$ cat src/key_build_pkg.sv
/*
  Constants shared by the key field builder: bitmap layout, tag codes,
  flag thresholds and the register map.
  Assumes one 40 MHz core clock and a zero-or-one-wait AHB-Lite master.

// Notes on behaviour
// - Selector 0: 53-bit bitmap has only the physical ingress port bit set.
// - Selector 1: bitmap bit of the port the frame looped on is set.
// - Selector 2: bitmap bit of the masqueraded source port is set.
// - Selector 3: bits 0-3 flag source CPU port 1/2, virtual device 1/2.
// - Selector 3: source port number, maybe masqueraded, sits in bits 4-9.
// - Selector 3: pipeline point in 44-48, action in 49-51, bit 52 reserved.
// - Group flag follows bit 40 of the destination MAC.
// - Broadcast flag only for an all-ones destination MAC.
// - Outer tag code: 0 none, 1 C-tag, 4 S-tag, 5-7 custom values.
// - Second tag uses the same codes, 0 when absent.
// - Third tag uses the same codes, 0 when absent.
// - Outer priority, drop bit, VLAN from frame, or classified when enabled.
// - Untagged frames give an outer VLAN ID of zero.
// - Second and third tag fields come straight from the frame.
// - IP group flag: IPv4 top nibble 0xe, IPv6 top byte 0xff.
// - Type-encoded flag set when type/length is at least 0x600.
// - Loopback frames get selector 1.
// - Several qualifying selector values: the highest one wins.
*/
`default_nettype none

package key_build_pkg;
  localparam int PORT_CNT = 53;
  localparam int PORT_W = 6;
  localparam int BM_FIRST_CPU = 0;
  localparam int BM_SECOND_CPU = 1;
  localparam int BM_FIRST_VD = 2;
  localparam int BM_SECOND_VD = 3;
  localparam int BM_SRC_LO = 4;
  localparam int BM_SRC_HI = 9;
  localparam int BM_PT_LO = 44;
  localparam int BM_PT_HI = 48;
  localparam int BM_ACT_LO = 49;
  localparam int BM_ACT_HI = 51;
  localparam int BM_RSVD = 52;
  localparam logic [1:0] SEL_PHYS = 2'h0;
  localparam logic [1:0] SEL_LOOP = 2'h1;
  localparam logic [1:0] SEL_MASQ = 2'h2;
  localparam logic [1:0] SEL_SPECIAL = 2'h3;
  localparam logic [15:0] TPID_CTAG = 16'h8100;
  localparam logic [15:0] TPID_STAG = 16'h88a8;
  localparam logic [2:0] CODE_NONE = 3'h0;
  localparam logic [2:0] CODE_CTAG = 3'h1;
  localparam logic [2:0] CODE_STAG = 3'h4;
  localparam logic [2:0] CODE_CUST1 = 3'h5;
  localparam logic [2:0] CODE_CUST2 = 3'h6;
  localparam logic [2:0] CODE_CUST3 = 3'h7;
  localparam int MAC_GROUP_BIT = 40;
  localparam logic [15:0] TYPE_MIN = 16'h0600;
  localparam logic [3:0] IP4_MC_NIBBLE = 4'he;
  localparam logic [7:0] IP6_MC_BYTE = 8'hff;
  // Register map, byte addresses
  localparam logic [7:0] OFS_CTRL = 8'h00;
  localparam logic [7:0] OFS_CUST12 = 8'h04;
  localparam logic [7:0] OFS_CUST3 = 8'h08;
  localparam logic [7:0] OFS_STATUS = 8'h0c;
  localparam int CTRL_USE_CL = 0;
  localparam int CTRL_MASQ_ENA = 1;
  localparam int CTRL_CPU_ENA = 2;
  localparam int CTRL_VD_ENA = 3;
  localparam int CTRL_LBK3_ENA = 4;
  localparam int CTRL_W = 5;
  localparam logic [CTRL_W-1:0] CTRL_RESET = 5'h00;
  localparam logic [15:0] CUST_RESET = 16'h0000;
endpackage : key_build_pkg

`default_nettype wire

$ cat src/tag_code_if.sv
/*
  Carrier between the key builder and one tag code encoder.
  Assumes the builder drives the tag inputs and reads the code.
*/
`default_nettype none

interface tag_code_if;
  logic present;
  logic [15:0] tpid;
  logic [2:0] code;
  modport enc (input present, input tpid, output code);
  modport user (output present, output tpid, input code);
endinterface : tag_code_if

`default_nettype wire

$ cat src/tag_code_enc.sv
/*
  Maps one tag's protocol identifier to its 3-bit key code.
  Assumes the custom values come from registers in the same clock domain.
*/
`default_nettype none

module tag_code_enc
  import key_build_pkg::*;
(
  tag_code_if.enc tag,
  input wire logic [15:0] cust1_i,
  input wire logic [15:0] cust2_i,
  input wire logic [15:0] cust3_i
);
  // Fixed identifiers win over custom ones that happen to equal them.
  // An unknown identifier counts as no tag, so codes 2 and 3 never
  // appear.
  assign tag.code = !tag.present ? CODE_NONE :
                    (tag.tpid == TPID_CTAG) ? CODE_CTAG :
                    (tag.tpid == TPID_STAG) ? CODE_STAG :
                    (tag.tpid == cust1_i) ? CODE_CUST1 :
                    (tag.tpid == cust2_i) ? CODE_CUST2 :
                    (tag.tpid == cust3_i) ? CODE_CUST3 :
                    CODE_NONE;
endmodule : tag_code_enc

`default_nettype wire

$ cat src/key_field_builder.sv
/*
  Builds the port bitmap, L2 flags, tag and MAC fields of the lookup key
  from one parsed frame, plus an AHB-Lite register slave for its setup.
  Assumes the parser gives all frame fields with a one-cycle valid pulse,
  and that the lookup stage takes the key one cycle later.
*/
`default_nettype none

module key_field_builder
  import key_build_pkg::*;
#(
  parameter logic [PORT_W-1:0] FIRST_CPU_PORT = 6'h35,
  parameter logic [PORT_W-1:0] SECOND_CPU_PORT = 6'h36,
  parameter logic [PORT_W-1:0] FIRST_VD_PORT = 6'h37,
  parameter logic [PORT_W-1:0] SECOND_VD_PORT = 6'h38,
  parameter logic [2:0] ACT_INJ_MASQ = 3'h1
)
(
  input wire logic CLOCK_I,
  input wire logic RESET_I,
  input wire logic HSEL_I,
  input wire logic [31:0] HADDR_I,
  input wire logic [1:0] HTRANS_I,
  input wire logic HWRITE_I,
  input wire logic [2:0] HSIZE_I,
  input wire logic [31:0] HWDATA_I,
  input wire logic HREADY_I,
  output logic [31:0] HRDATA_O,
  output logic HREADYOUT_O,
  output logic HRESP_O,
  input wire logic FRAME_VALID_I,
  input wire logic [key_build_pkg::PORT_W-1:0] PHYS_PORT_I,
  input wire logic LOOPBACK_I,
  input wire logic [key_build_pkg::PORT_W-1:0] LOOP_PORT_I,
  input wire logic INJECT_I,
  input wire logic CPU_INJECT_I,
  input wire logic [key_build_pkg::PORT_W-1:0] SRC_PORT_I,
  input wire logic [4:0] PIPELINE_PT_I,
  input wire logic [2:0] PIPELINE_ACT_I,
  input wire logic [47:0] DEST_MAC_I,
  input wire logic [47:0] SRC_MAC_I,
  input wire logic [2:0] TAG_PRESENT_I,
  input wire logic [2:0][15:0] TAG_TPID_I,
  input wire logic [2:0][15:0] TAG_TCI_I,
  input wire logic [2:0] CL_PCP_I,
  input wire logic CL_DEI_I,
  input wire logic [11:0] CL_VID_I,
  input wire logic [15:0] ETYPE_I,
  input wire logic IS_IP4_I,
  input wire logic IS_IP6_I,
  input wire logic [7:0] DIP_TOP_I,
  output logic KEY_VALID_O,
  output logic [key_build_pkg::PORT_CNT-1:0] INGRESS_PORT_BITMAP_O,
  output logic [1:0] PORT_BITMAP_SELECTOR_O,
  output logic DEST_MAC_GROUP_FLAG_O,
  output logic DEST_MAC_BROADCAST_FLAG_O,
  output logic [2:0] OUTER_TAG_PROTO_CODE_O,
  output logic [2:0] OUTER_TAG_PRIORITY_O,
  output logic OUTER_TAG_DROP_ELIGIBLE_O,
  output logic [11:0] OUTER_TAG_VLAN_ID_O,
  output logic [2:0] SECOND_TAG_PROTO_CODE_O,
  output logic [2:0] SECOND_TAG_PRIORITY_O,
  output logic SECOND_TAG_DROP_ELIGIBLE_O,
  output logic [11:0] SECOND_TAG_VLAN_ID_O,
  output logic [2:0] THIRD_TAG_PROTO_CODE_O,
  output logic [2:0] THIRD_TAG_PRIORITY_O,
  output logic THIRD_TAG_DROP_ELIGIBLE_O,
  output logic [11:0] THIRD_TAG_VLAN_ID_O,
  output logic [47:0] DEST_MAC_FIELD_O,
  output logic [47:0] SRC_MAC_FIELD_O,
  output logic IP_GROUP_DEST_FLAG_O,
  output logic TYPE_ENCODED_FLAG_O
);
  import key_build_pkg::*;

  // One bit per port; numbers past the last port give an empty map
  function automatic logic [PORT_CNT-1:0] port_bit(
    input logic [PORT_W-1:0] port);
    port_bit = {{(PORT_CNT-1){1'b0}}, 1'b1} << port;
  endfunction : port_bit

  logic [CTRL_W-1:0] ctrl_q;
  logic [15:0] cust1_q;
  logic [15:0] cust2_q;
  logic [15:0] cust3_q;
  logic [15:0] key_cnt_q;
  logic wr_q;
  logic rd_q;
  logic [7:0] addr_q;

  // ---- AHB-Lite slave ----
  // Reads take one wait state so a write just before is already stored.
  wire access = HSEL_I && HTRANS_I[1] && HREADY_I;
  wire use_cl = ctrl_q[CTRL_USE_CL];
  wire masq_ena = ctrl_q[CTRL_MASQ_ENA];
  wire cpu_ena = ctrl_q[CTRL_CPU_ENA];
  wire vd_ena = ctrl_q[CTRL_VD_ENA];
  wire lbk3_ena = ctrl_q[CTRL_LBK3_ENA];
  wire [31:0] status_word = {key_cnt_q, 10'h000, TYPE_ENCODED_FLAG_O,
    IP_GROUP_DEST_FLAG_O, DEST_MAC_BROADCAST_FLAG_O,
    DEST_MAC_GROUP_FLAG_O, PORT_BITMAP_SELECTOR_O};
  wire [31:0] rd_mux =
    (addr_q == OFS_CTRL) ? {{(32-CTRL_W){1'b0}}, ctrl_q} :
    (addr_q == OFS_CUST12) ? {cust2_q, cust1_q} :
    (addr_q == OFS_CUST3) ? {16'h0000, cust3_q} :
    (addr_q == OFS_STATUS) ? status_word : 32'h0000_0000;

  // Address phase capture
  always_ff @(posedge CLOCK_I)
  begin
    if (RESET_I)
    begin
      wr_q <= 1'b0;
      rd_q <= 1'b0;
      addr_q <= 8'h00;
    end
    else
    begin
      wr_q <= access && HWRITE_I;
      rd_q <= access && !HWRITE_I;
      if (access)
        addr_q <= HADDR_I[7:0];
    end
  end

  // Ready drops for one cycle on every read; response is always OKAY
  always_ff @(posedge CLOCK_I)
  begin
    if (RESET_I)
    begin
      HREADYOUT_O <= 1'b1;
      HRESP_O <= 1'b0;
      HRDATA_O <= 32'h0000_0000;
    end
    else
    begin
      HREADYOUT_O <= !(access && !HWRITE_I);
      if (rd_q)
        HRDATA_O <= rd_mux;
    end
  end

  // Configuration writes in the data phase; status is read only
  always_ff @(posedge CLOCK_I)
  begin
    if (RESET_I)
    begin
      ctrl_q <= CTRL_RESET;
      cust1_q <= CUST_RESET;
      cust2_q <= CUST_RESET;
      cust3_q <= CUST_RESET;
    end
    else if (wr_q)
    begin
      if (addr_q == OFS_CTRL)
        ctrl_q <= HWDATA_I[CTRL_W-1:0];
      if (addr_q == OFS_CUST12)
        {cust2_q, cust1_q} <= HWDATA_I;
      if (addr_q == OFS_CUST3)
        cust3_q <= HWDATA_I[15:0];
    end
  end

  // ---- Selector choice ----
  // Tested from the top value down so the highest qualifying one wins.
  wire phys_vd = (PHYS_PORT_I == FIRST_VD_PORT) ||
                 (PHYS_PORT_I == SECOND_VD_PORT);
  wire want_special = (CPU_INJECT_I && cpu_ena) || (phys_vd && vd_ena) ||
                      (LOOPBACK_I && lbk3_ena);
  wire is_masq = (INJECT_I && (SRC_PORT_I != PHYS_PORT_I)) ||
                 (PIPELINE_ACT_I == ACT_INJ_MASQ);
  wire [1:0] sel_d = want_special ? SEL_SPECIAL :
                     (is_masq && masq_ena) ? SEL_MASQ :
                     LOOPBACK_I ? SEL_LOOP : SEL_PHYS;

  // ---- Bitmap for each selector ----
  logic [PORT_CNT-1:0] special_map;
  always_comb
  begin
    special_map = '0;
    special_map[BM_FIRST_CPU] = PHYS_PORT_I == FIRST_CPU_PORT;
    special_map[BM_SECOND_CPU] = PHYS_PORT_I == SECOND_CPU_PORT;
    special_map[BM_FIRST_VD] = PHYS_PORT_I == FIRST_VD_PORT;
    special_map[BM_SECOND_VD] = PHYS_PORT_I == SECOND_VD_PORT;
    special_map[BM_SRC_HI:BM_SRC_LO] = SRC_PORT_I;
    special_map[BM_PT_HI:BM_PT_LO] = PIPELINE_PT_I;
    special_map[BM_ACT_HI:BM_ACT_LO] = PIPELINE_ACT_I;
    special_map[BM_RSVD] = 1'b0; // Reserved reads zero
  end

  wire [PORT_CNT-1:0] bitmap_d =
    (sel_d == SEL_SPECIAL) ? special_map :
    (sel_d == SEL_MASQ) ? port_bit(SRC_PORT_I) :
    (sel_d == SEL_LOOP) ? port_bit(LOOP_PORT_I) :
    port_bit(PHYS_PORT_I);

  // ---- Tag codes, one encoder per tag position ----
  logic [2:0][2:0] code_w;
  genvar g;
  generate
    for (g = 0; g < 3; g++)
    begin : g_tag
      tag_code_if tag ();
      assign tag.present = TAG_PRESENT_I[g];
      assign tag.tpid = TAG_TPID_I[g];
      assign code_w[g] = tag.code;
      tag_code_enc u_enc (
        .tag(tag.enc),
        .cust1_i(cust1_q),
        .cust2_i(cust2_q),
        .cust3_i(cust3_q)
      );
    end
  endgenerate

  // Outer tag: classified values replace the frame's when enabled, but an
  // untagged frame always keys on VLAN zero. Without classified values an
  // untagged frame has no control word, so its fields read zero.
  wire outer_tagged = code_w[0] != CODE_NONE;
  wire [15:0] outer_tci = use_cl ? {CL_PCP_I, CL_DEI_I, CL_VID_I} :
                          outer_tagged ? TAG_TCI_I[0] :
                          16'h0000;
  wire [15:0] tci1 = (code_w[1] != CODE_NONE) ? TAG_TCI_I[1] : 16'h0000;
  wire [15:0] tci2 = (code_w[2] != CODE_NONE) ? TAG_TCI_I[2] : 16'h0000;

  // ---- Flags ----
  wire bcast_d = &DEST_MAC_I;
  wire ip_group_dest_flag_d = (IS_IP4_I && (DIP_TOP_I[7:4] == IP4_MC_NIBBLE)) ||
                 (IS_IP6_I && (DIP_TOP_I == IP6_MC_BYTE));
  wire type_enc_d = ETYPE_I >= TYPE_MIN;

  // Key register: everything lands one cycle after the frame valid
  always_ff @(posedge CLOCK_I)
  begin
    if (RESET_I)
    begin
      KEY_VALID_O <= 1'b0;
      INGRESS_PORT_BITMAP_O <= '0;
      PORT_BITMAP_SELECTOR_O <= SEL_PHYS;
      DEST_MAC_GROUP_FLAG_O <= 1'b0;
      DEST_MAC_BROADCAST_FLAG_O <= 1'b0;
      OUTER_TAG_PROTO_CODE_O <= CODE_NONE;
      {OUTER_TAG_PRIORITY_O, OUTER_TAG_DROP_ELIGIBLE_O} <= 4'h0;
      OUTER_TAG_VLAN_ID_O <= 12'h000;
      SECOND_TAG_PROTO_CODE_O <= CODE_NONE;
      {SECOND_TAG_PRIORITY_O, SECOND_TAG_DROP_ELIGIBLE_O,
        SECOND_TAG_VLAN_ID_O} <= 16'h0000;
      THIRD_TAG_PROTO_CODE_O <= CODE_NONE;
      {THIRD_TAG_PRIORITY_O, THIRD_TAG_DROP_ELIGIBLE_O,
        THIRD_TAG_VLAN_ID_O} <= 16'h0000;
      DEST_MAC_FIELD_O <= 48'h0000_0000_0000;
      SRC_MAC_FIELD_O <= 48'h0000_0000_0000;
      IP_GROUP_DEST_FLAG_O <= 1'b0;
      TYPE_ENCODED_FLAG_O <= 1'b0;
      key_cnt_q <= 16'h0000;
    end
    else
    begin
      KEY_VALID_O <= FRAME_VALID_I;
      if (FRAME_VALID_I)
      begin
        key_cnt_q <= key_cnt_q + 16'h0001;
        INGRESS_PORT_BITMAP_O <= bitmap_d;
        PORT_BITMAP_SELECTOR_O <= sel_d;
        DEST_MAC_GROUP_FLAG_O <= DEST_MAC_I[MAC_GROUP_BIT];
        DEST_MAC_BROADCAST_FLAG_O <= bcast_d;
        OUTER_TAG_PROTO_CODE_O <= code_w[0];
        {OUTER_TAG_PRIORITY_O, OUTER_TAG_DROP_ELIGIBLE_O} <=
          outer_tci[15:12];
        OUTER_TAG_VLAN_ID_O <= outer_tagged ? outer_tci[11:0] :
                               12'h000;
        SECOND_TAG_PROTO_CODE_O <= code_w[1];
        {SECOND_TAG_PRIORITY_O, SECOND_TAG_DROP_ELIGIBLE_O,
          SECOND_TAG_VLAN_ID_O} <= tci1;
        THIRD_TAG_PROTO_CODE_O <= code_w[2];
        {THIRD_TAG_PRIORITY_O, THIRD_TAG_DROP_ELIGIBLE_O,
          THIRD_TAG_VLAN_ID_O} <= tci2;
        DEST_MAC_FIELD_O <= DEST_MAC_I;
        SRC_MAC_FIELD_O <= SRC_MAC_I;
        IP_GROUP_DEST_FLAG_O <= ip_group_dest_flag_d;
        TYPE_ENCODED_FLAG_O <= type_enc_d;
      end
    end
  end
endmodule : key_field_builder

`default_nettype wire

$ cat config.mk
export PLATFORM = sky130hd
export DESIGN_NAME = key_field_builder
export DESIGN_NICKNAME = d
export VERILOG_FILES = /design/src/key_build_pkg.sv /design/src/tag_code_if.sv /design/src/tag_code_enc.sv /design/src/key_field_builder.sv
export SDC_FILE = /design/constraint.sdc
export NUM_CORES = 1
export LEC_CHECK = 0
export BUFFER_PORTS_ARGS = -buffer_cell sky130_fd_sc_hd__buf_2
export CORE_AREA = 2 2 228 230
export CTS_CLUSTER_SIZE = 25
export DETAILED_ROUTE_END_ITERATION = 10
export DIE_AREA = 0 0 230 232
export HOLD_SLACK_MARGIN = 0.05
export PLACE_DENSITY_LB_ADDON = 0.1
export SETUP_SLACK_MARGIN = 0.4
export SLEW_MARGIN = 15
export SYNTH_ARGS = -nofsm -noshare
export SYNTH_HDL_FRONTEND = slang
export SYNTH_HIERARCHICAL = 1
export SYNTH_SLANG_ARGS = --single-unit
$ cat constraint.sdc
create_clock -name CLOCK_I -period 3.45 [get_ports CLOCK_I]
set_clock_uncertainty 0.05 [all_clocks]
set_input_delay 0.345 -clock CLOCK_I [delete_from_list [all_inputs] [get_ports CLOCK_I]]
set_output_delay 0.345 -clock CLOCK_I [all_outputs]
set_load 0.05 [all_outputs]
==> metrics.cfg <==
[floorplanning]
io_pins = 588
core_mm2 = 0.0509
start_util = 0.294
dieWidth_um = 230
die_h_um = 232
die_area_mm2 = 0.0534
rows = 83

[critical_path]
slowest_delay_ps = 560
crit_path_top_delay_cell = dfxtp_1
critPathMaxFanout = 16
worstPathArrival_ps = 3180
critPathKind = register to register
required_ps = 3810
crit_path_start_kind = register
regToRegSetupSlack_ps = 630
reg2reg_to = OUTER_TAG_DROP_ELIGIBLE_O
crit_chain = xor2_1, nor4_1, nand4_1, a21oi_1, o21ai_1, and2_1, or3_4, nand2_1, o211ai_1, o21ai_0, nor2_1
critPathCaptureType = register
r2r-start = cust2_q[7]
reg2reg_depth = 11

[clock_network]
cts_tree = built
cts.clk_slew.worst_paths_ps = 70
post-cts-setup-buffers = 0
clkLatencyLatePin_ps = 560
cts_sinks = 324
cts_buffers = 40
htreeDepth = 2
cts_root_buf = clkbuf_16
ctsLongestPathBuffers = 3

[finish]
drive_above_1_share = 0.309
fin_nets = 2694
final_common_cell = buf_2
n_fill_cell = 5182
areaGrowthSynthToFinish_pct = 43.3
final_cell_mix = buf_2, dfxtp_1, nor2_1, nand2_1, dlygate4sd3_1

[placement]
io_buffers = 549
gp_congestion = 0.867
dp_hpwl_um = 46100

[drt]
initialDrtViolationCount = 752
dr_total_vias = 14900
dr.pass1.iters = 5
post_drt_wl_per_cell_um = 20.1
postRouteAntennaNets = 0
drc = 0
vias_per_cell = 4.87
wl_um = 61600

[synthesis]
syn_nets = 2008
syn_area_mm2 = 0.0150
ys_types = 79
syn_avg_cell_area_um2 = 8.98
synth-seq-cells = 324
synth_edf_count = 0
async_flop_share = 0
seq_area_frac_synth = 0.434
synth_top_flop_cell = dfxtp_1
synthCells = 1666
yosys_warnings = 6

[min_path]
hold_depth = 5
hold_class = input port to register
holdPathEnd = OUTER_TAG_PRIORITY_O[0]
min_from = TAG_TCI_I[13]

[sta]
setup_viol_count_final = 0
period_share = 0.817
max_freq_ghz = 0.355
slew_viol_final = 0
finalSetupTns_ps = 0
grt_setup_unrepaired = false
tightest_slew_ps = 984
timing.slew.headroom = 0.343
hold_viol = 0
min_period_ps = 2820

[power_and_ir_drop]
p_per_area_mw_per_mm2 = 448
ir_drop_v = 0.000288
p_leak_nw = 9.19
p_total_w = 0.00959

[grt]
grt_max_degree = 124
first_global_vias = 15200
grt_overflow = 0
grt_pass1_wl_um = 92300
antenna_found_initial = 4
grt.total_usage = 0.225

[outcome]
status = completed

[job]
max-cap-violations = 0

## cells in the mapped netlist, drive strengths merged (3+ instances only)
| library cell | number | area (um^2) |
|---|---|---|
| nand2b | 4 | 25.0 |
| o31ai | 6 | 70.1 |
| or4b | 3 | 30.0 |
| nor2 | 230 | 866 |
| o41ai | 3 | 41.3 |
| nand3b | 4 | 42.5 |
| mux2 | 18 | 206 |
| a22oi | 59 | 443 |
| dfxtp | 324 | 6490 |
| nor4 | 32 | 272 |
| nor2b | 12 | 75.1 |
| a311oi | 4 | 35.0 |
| buf | 38 | 220 |
| a21oi | 112 | 594 |
| and3 | 10 | 62.6 |
| nor3 | 10 | 65.1 |
| nand3 | 27 | 140 |
| o21ai | 29 | 145 |
| o22ai | 3 | 52.6 |
| nor3b | 3 | 27.5 |
| mux2i | 111 | 1110 |
| nand2 | 202 | 766 |
| nand4 | 73 | 457 |
| a31oi | 4 | 40.0 |
| o211ai | 5 | 37.5 |
| o22a | 4 | 45.1 |
| mux4 | 5 | 113 |
| clkbuf | 74 | 278 |
| and4 | 4 | 35.0 |
| inv | 10 | 37.5 |
| or3 | 6 | 42.5 |
| xor2 | 64 | 561 |
| and2 | 7 | 43.8 |
| a211oi | 42 | 358 |
| xnor2 | 101 | 885 |
## final cells by class
type | count | area [um^2] | area share
multi-input cells | 1220 | 7960 | 0.371
flip-flops and latches | 324 | 6490 | 0.303
repair buffers | 756 | 4760 | 0.222
clock buffers | 55 | 1180 | 0.0549
well taps | 680 | 851 | 0.0397
clock inverters | 15 | 153 | 0.00712
inverters | 10 | 38.8 | 0.00181
diodes | 5 | 12.5 | 0.000584
## flip-flops by register name, indices dropped and copies added (netlist names), 5 cells and up
name,count
cust3_q,16
HRDATA_O,32
INGRESS_PORT_BITMAP_O,53
key_cnt_q,16
SECOND_TAG_VLAN_ID_O,12
DEST_MAC_FIELD_O,48
THIRD_TAG_VLAN_ID_O,12
cust1_q,16
ctrl_q,5
addr_q,8
SRC_MAC_FIELD_O,48
OUTER_TAG_VLAN_ID_O,12
cust2_q,16
## worst max-delay path by stage
stage | start | end | slack, ps | cells past startpoint
floorplan | TAG_TPID_I[3] | OUTER_TAG_VLAN_ID_O[10] | 1110 | 9
global placement | TAG_TPID_I[34] | THIRD_TAG_PRIORITY_O[2] | 270 | 10
detailed placement | TAG_TPID_I[34] | THIRD_TAG_VLAN_ID_O[10] | 240 | 10
CTS | cust2_q[7] | OUTER_TAG_PRIORITY_O[2] | 440 | 11
global route | cust2_q[2] | SECOND_TAG_VLAN_ID_O[9] | 440 | 11
finish | cust2_q[7] | OUTER_TAG_DROP_ELIGIBLE_O | 630 | 11
## metal layers
metal  vias to the layer above  GRT usage  routed length, um
met4                         2     0.0740               1590
met2                       473      0.386              29900
li1                       7241          -                  -
met5                         -          0                 13
met1                      7116      0.280              26200
met3                        91     0.0479               3840
## cell families (layout without fill, tap and decap cells)
family / Yosys count / count (layout) / synth area share
AOI/OAI and AO/OA: 282 / 282 / 0.133
xor gates and xnor gates: 165 / 165 / 0.0966
adders and majority gates: 1 / 1 / 0.000836
buffers and inverters: 122 / 836 / 0.0358
DFF: 324 / 324 / 0.434
muxes: 134 / 134 / 0.0956
other: 1 / 6 / 0.000251
and+or+nand+nor: 637 / 637 / 0.204
## worst max-delay path: cells and delay by family (launching register included)
family / cells / cell delay, ps
XOR/XNOR: 1 / 130
AND/OR/NAND/NOR: 6 / 1490
AO/OA/AOI/OAI: 4 / 430
flip-flops: 1 / 560
## where the power goes
group,internal (W),switching [W]
registers,0.00384,0.0000636
logic,0.000533,0.000899
clock network,0.00254,0.00172
total,0.00691,0.00268
## through the flow
| stage | cell area (um^2) | instances | setup slack, ps | util | hold slack, ps |
|---|---|---|---|---|---|
| 3_5_place_dp | 18400 | 2821 | 244 | 0.361 | 394 |
| 6_report | 21400 | 3065 | 630 | 0.421 | 90.0 |
| 2_1_floorplan | 15000 | 1666 | 1110 | - | 381 |
| 4_1_cts | 21400 | 3060 | 442 | 0.421 | 56.9 |
| 3_3_place_gp | 18400 | 2821 | 266 | 0.361 | 385 |
| 5_1_grt | 21400 | 3063 | 440 | 0.421 | 96.7 |
## repair_timing
item                                    in CTS  in global routing
resized for setup                            2                  4
endpoints found under the setup margin      20                 35
endpoints found under the hold margin      192                  0
hold buffers                               169                  0
Note: power is estimated with default switching activity, not from simulation.
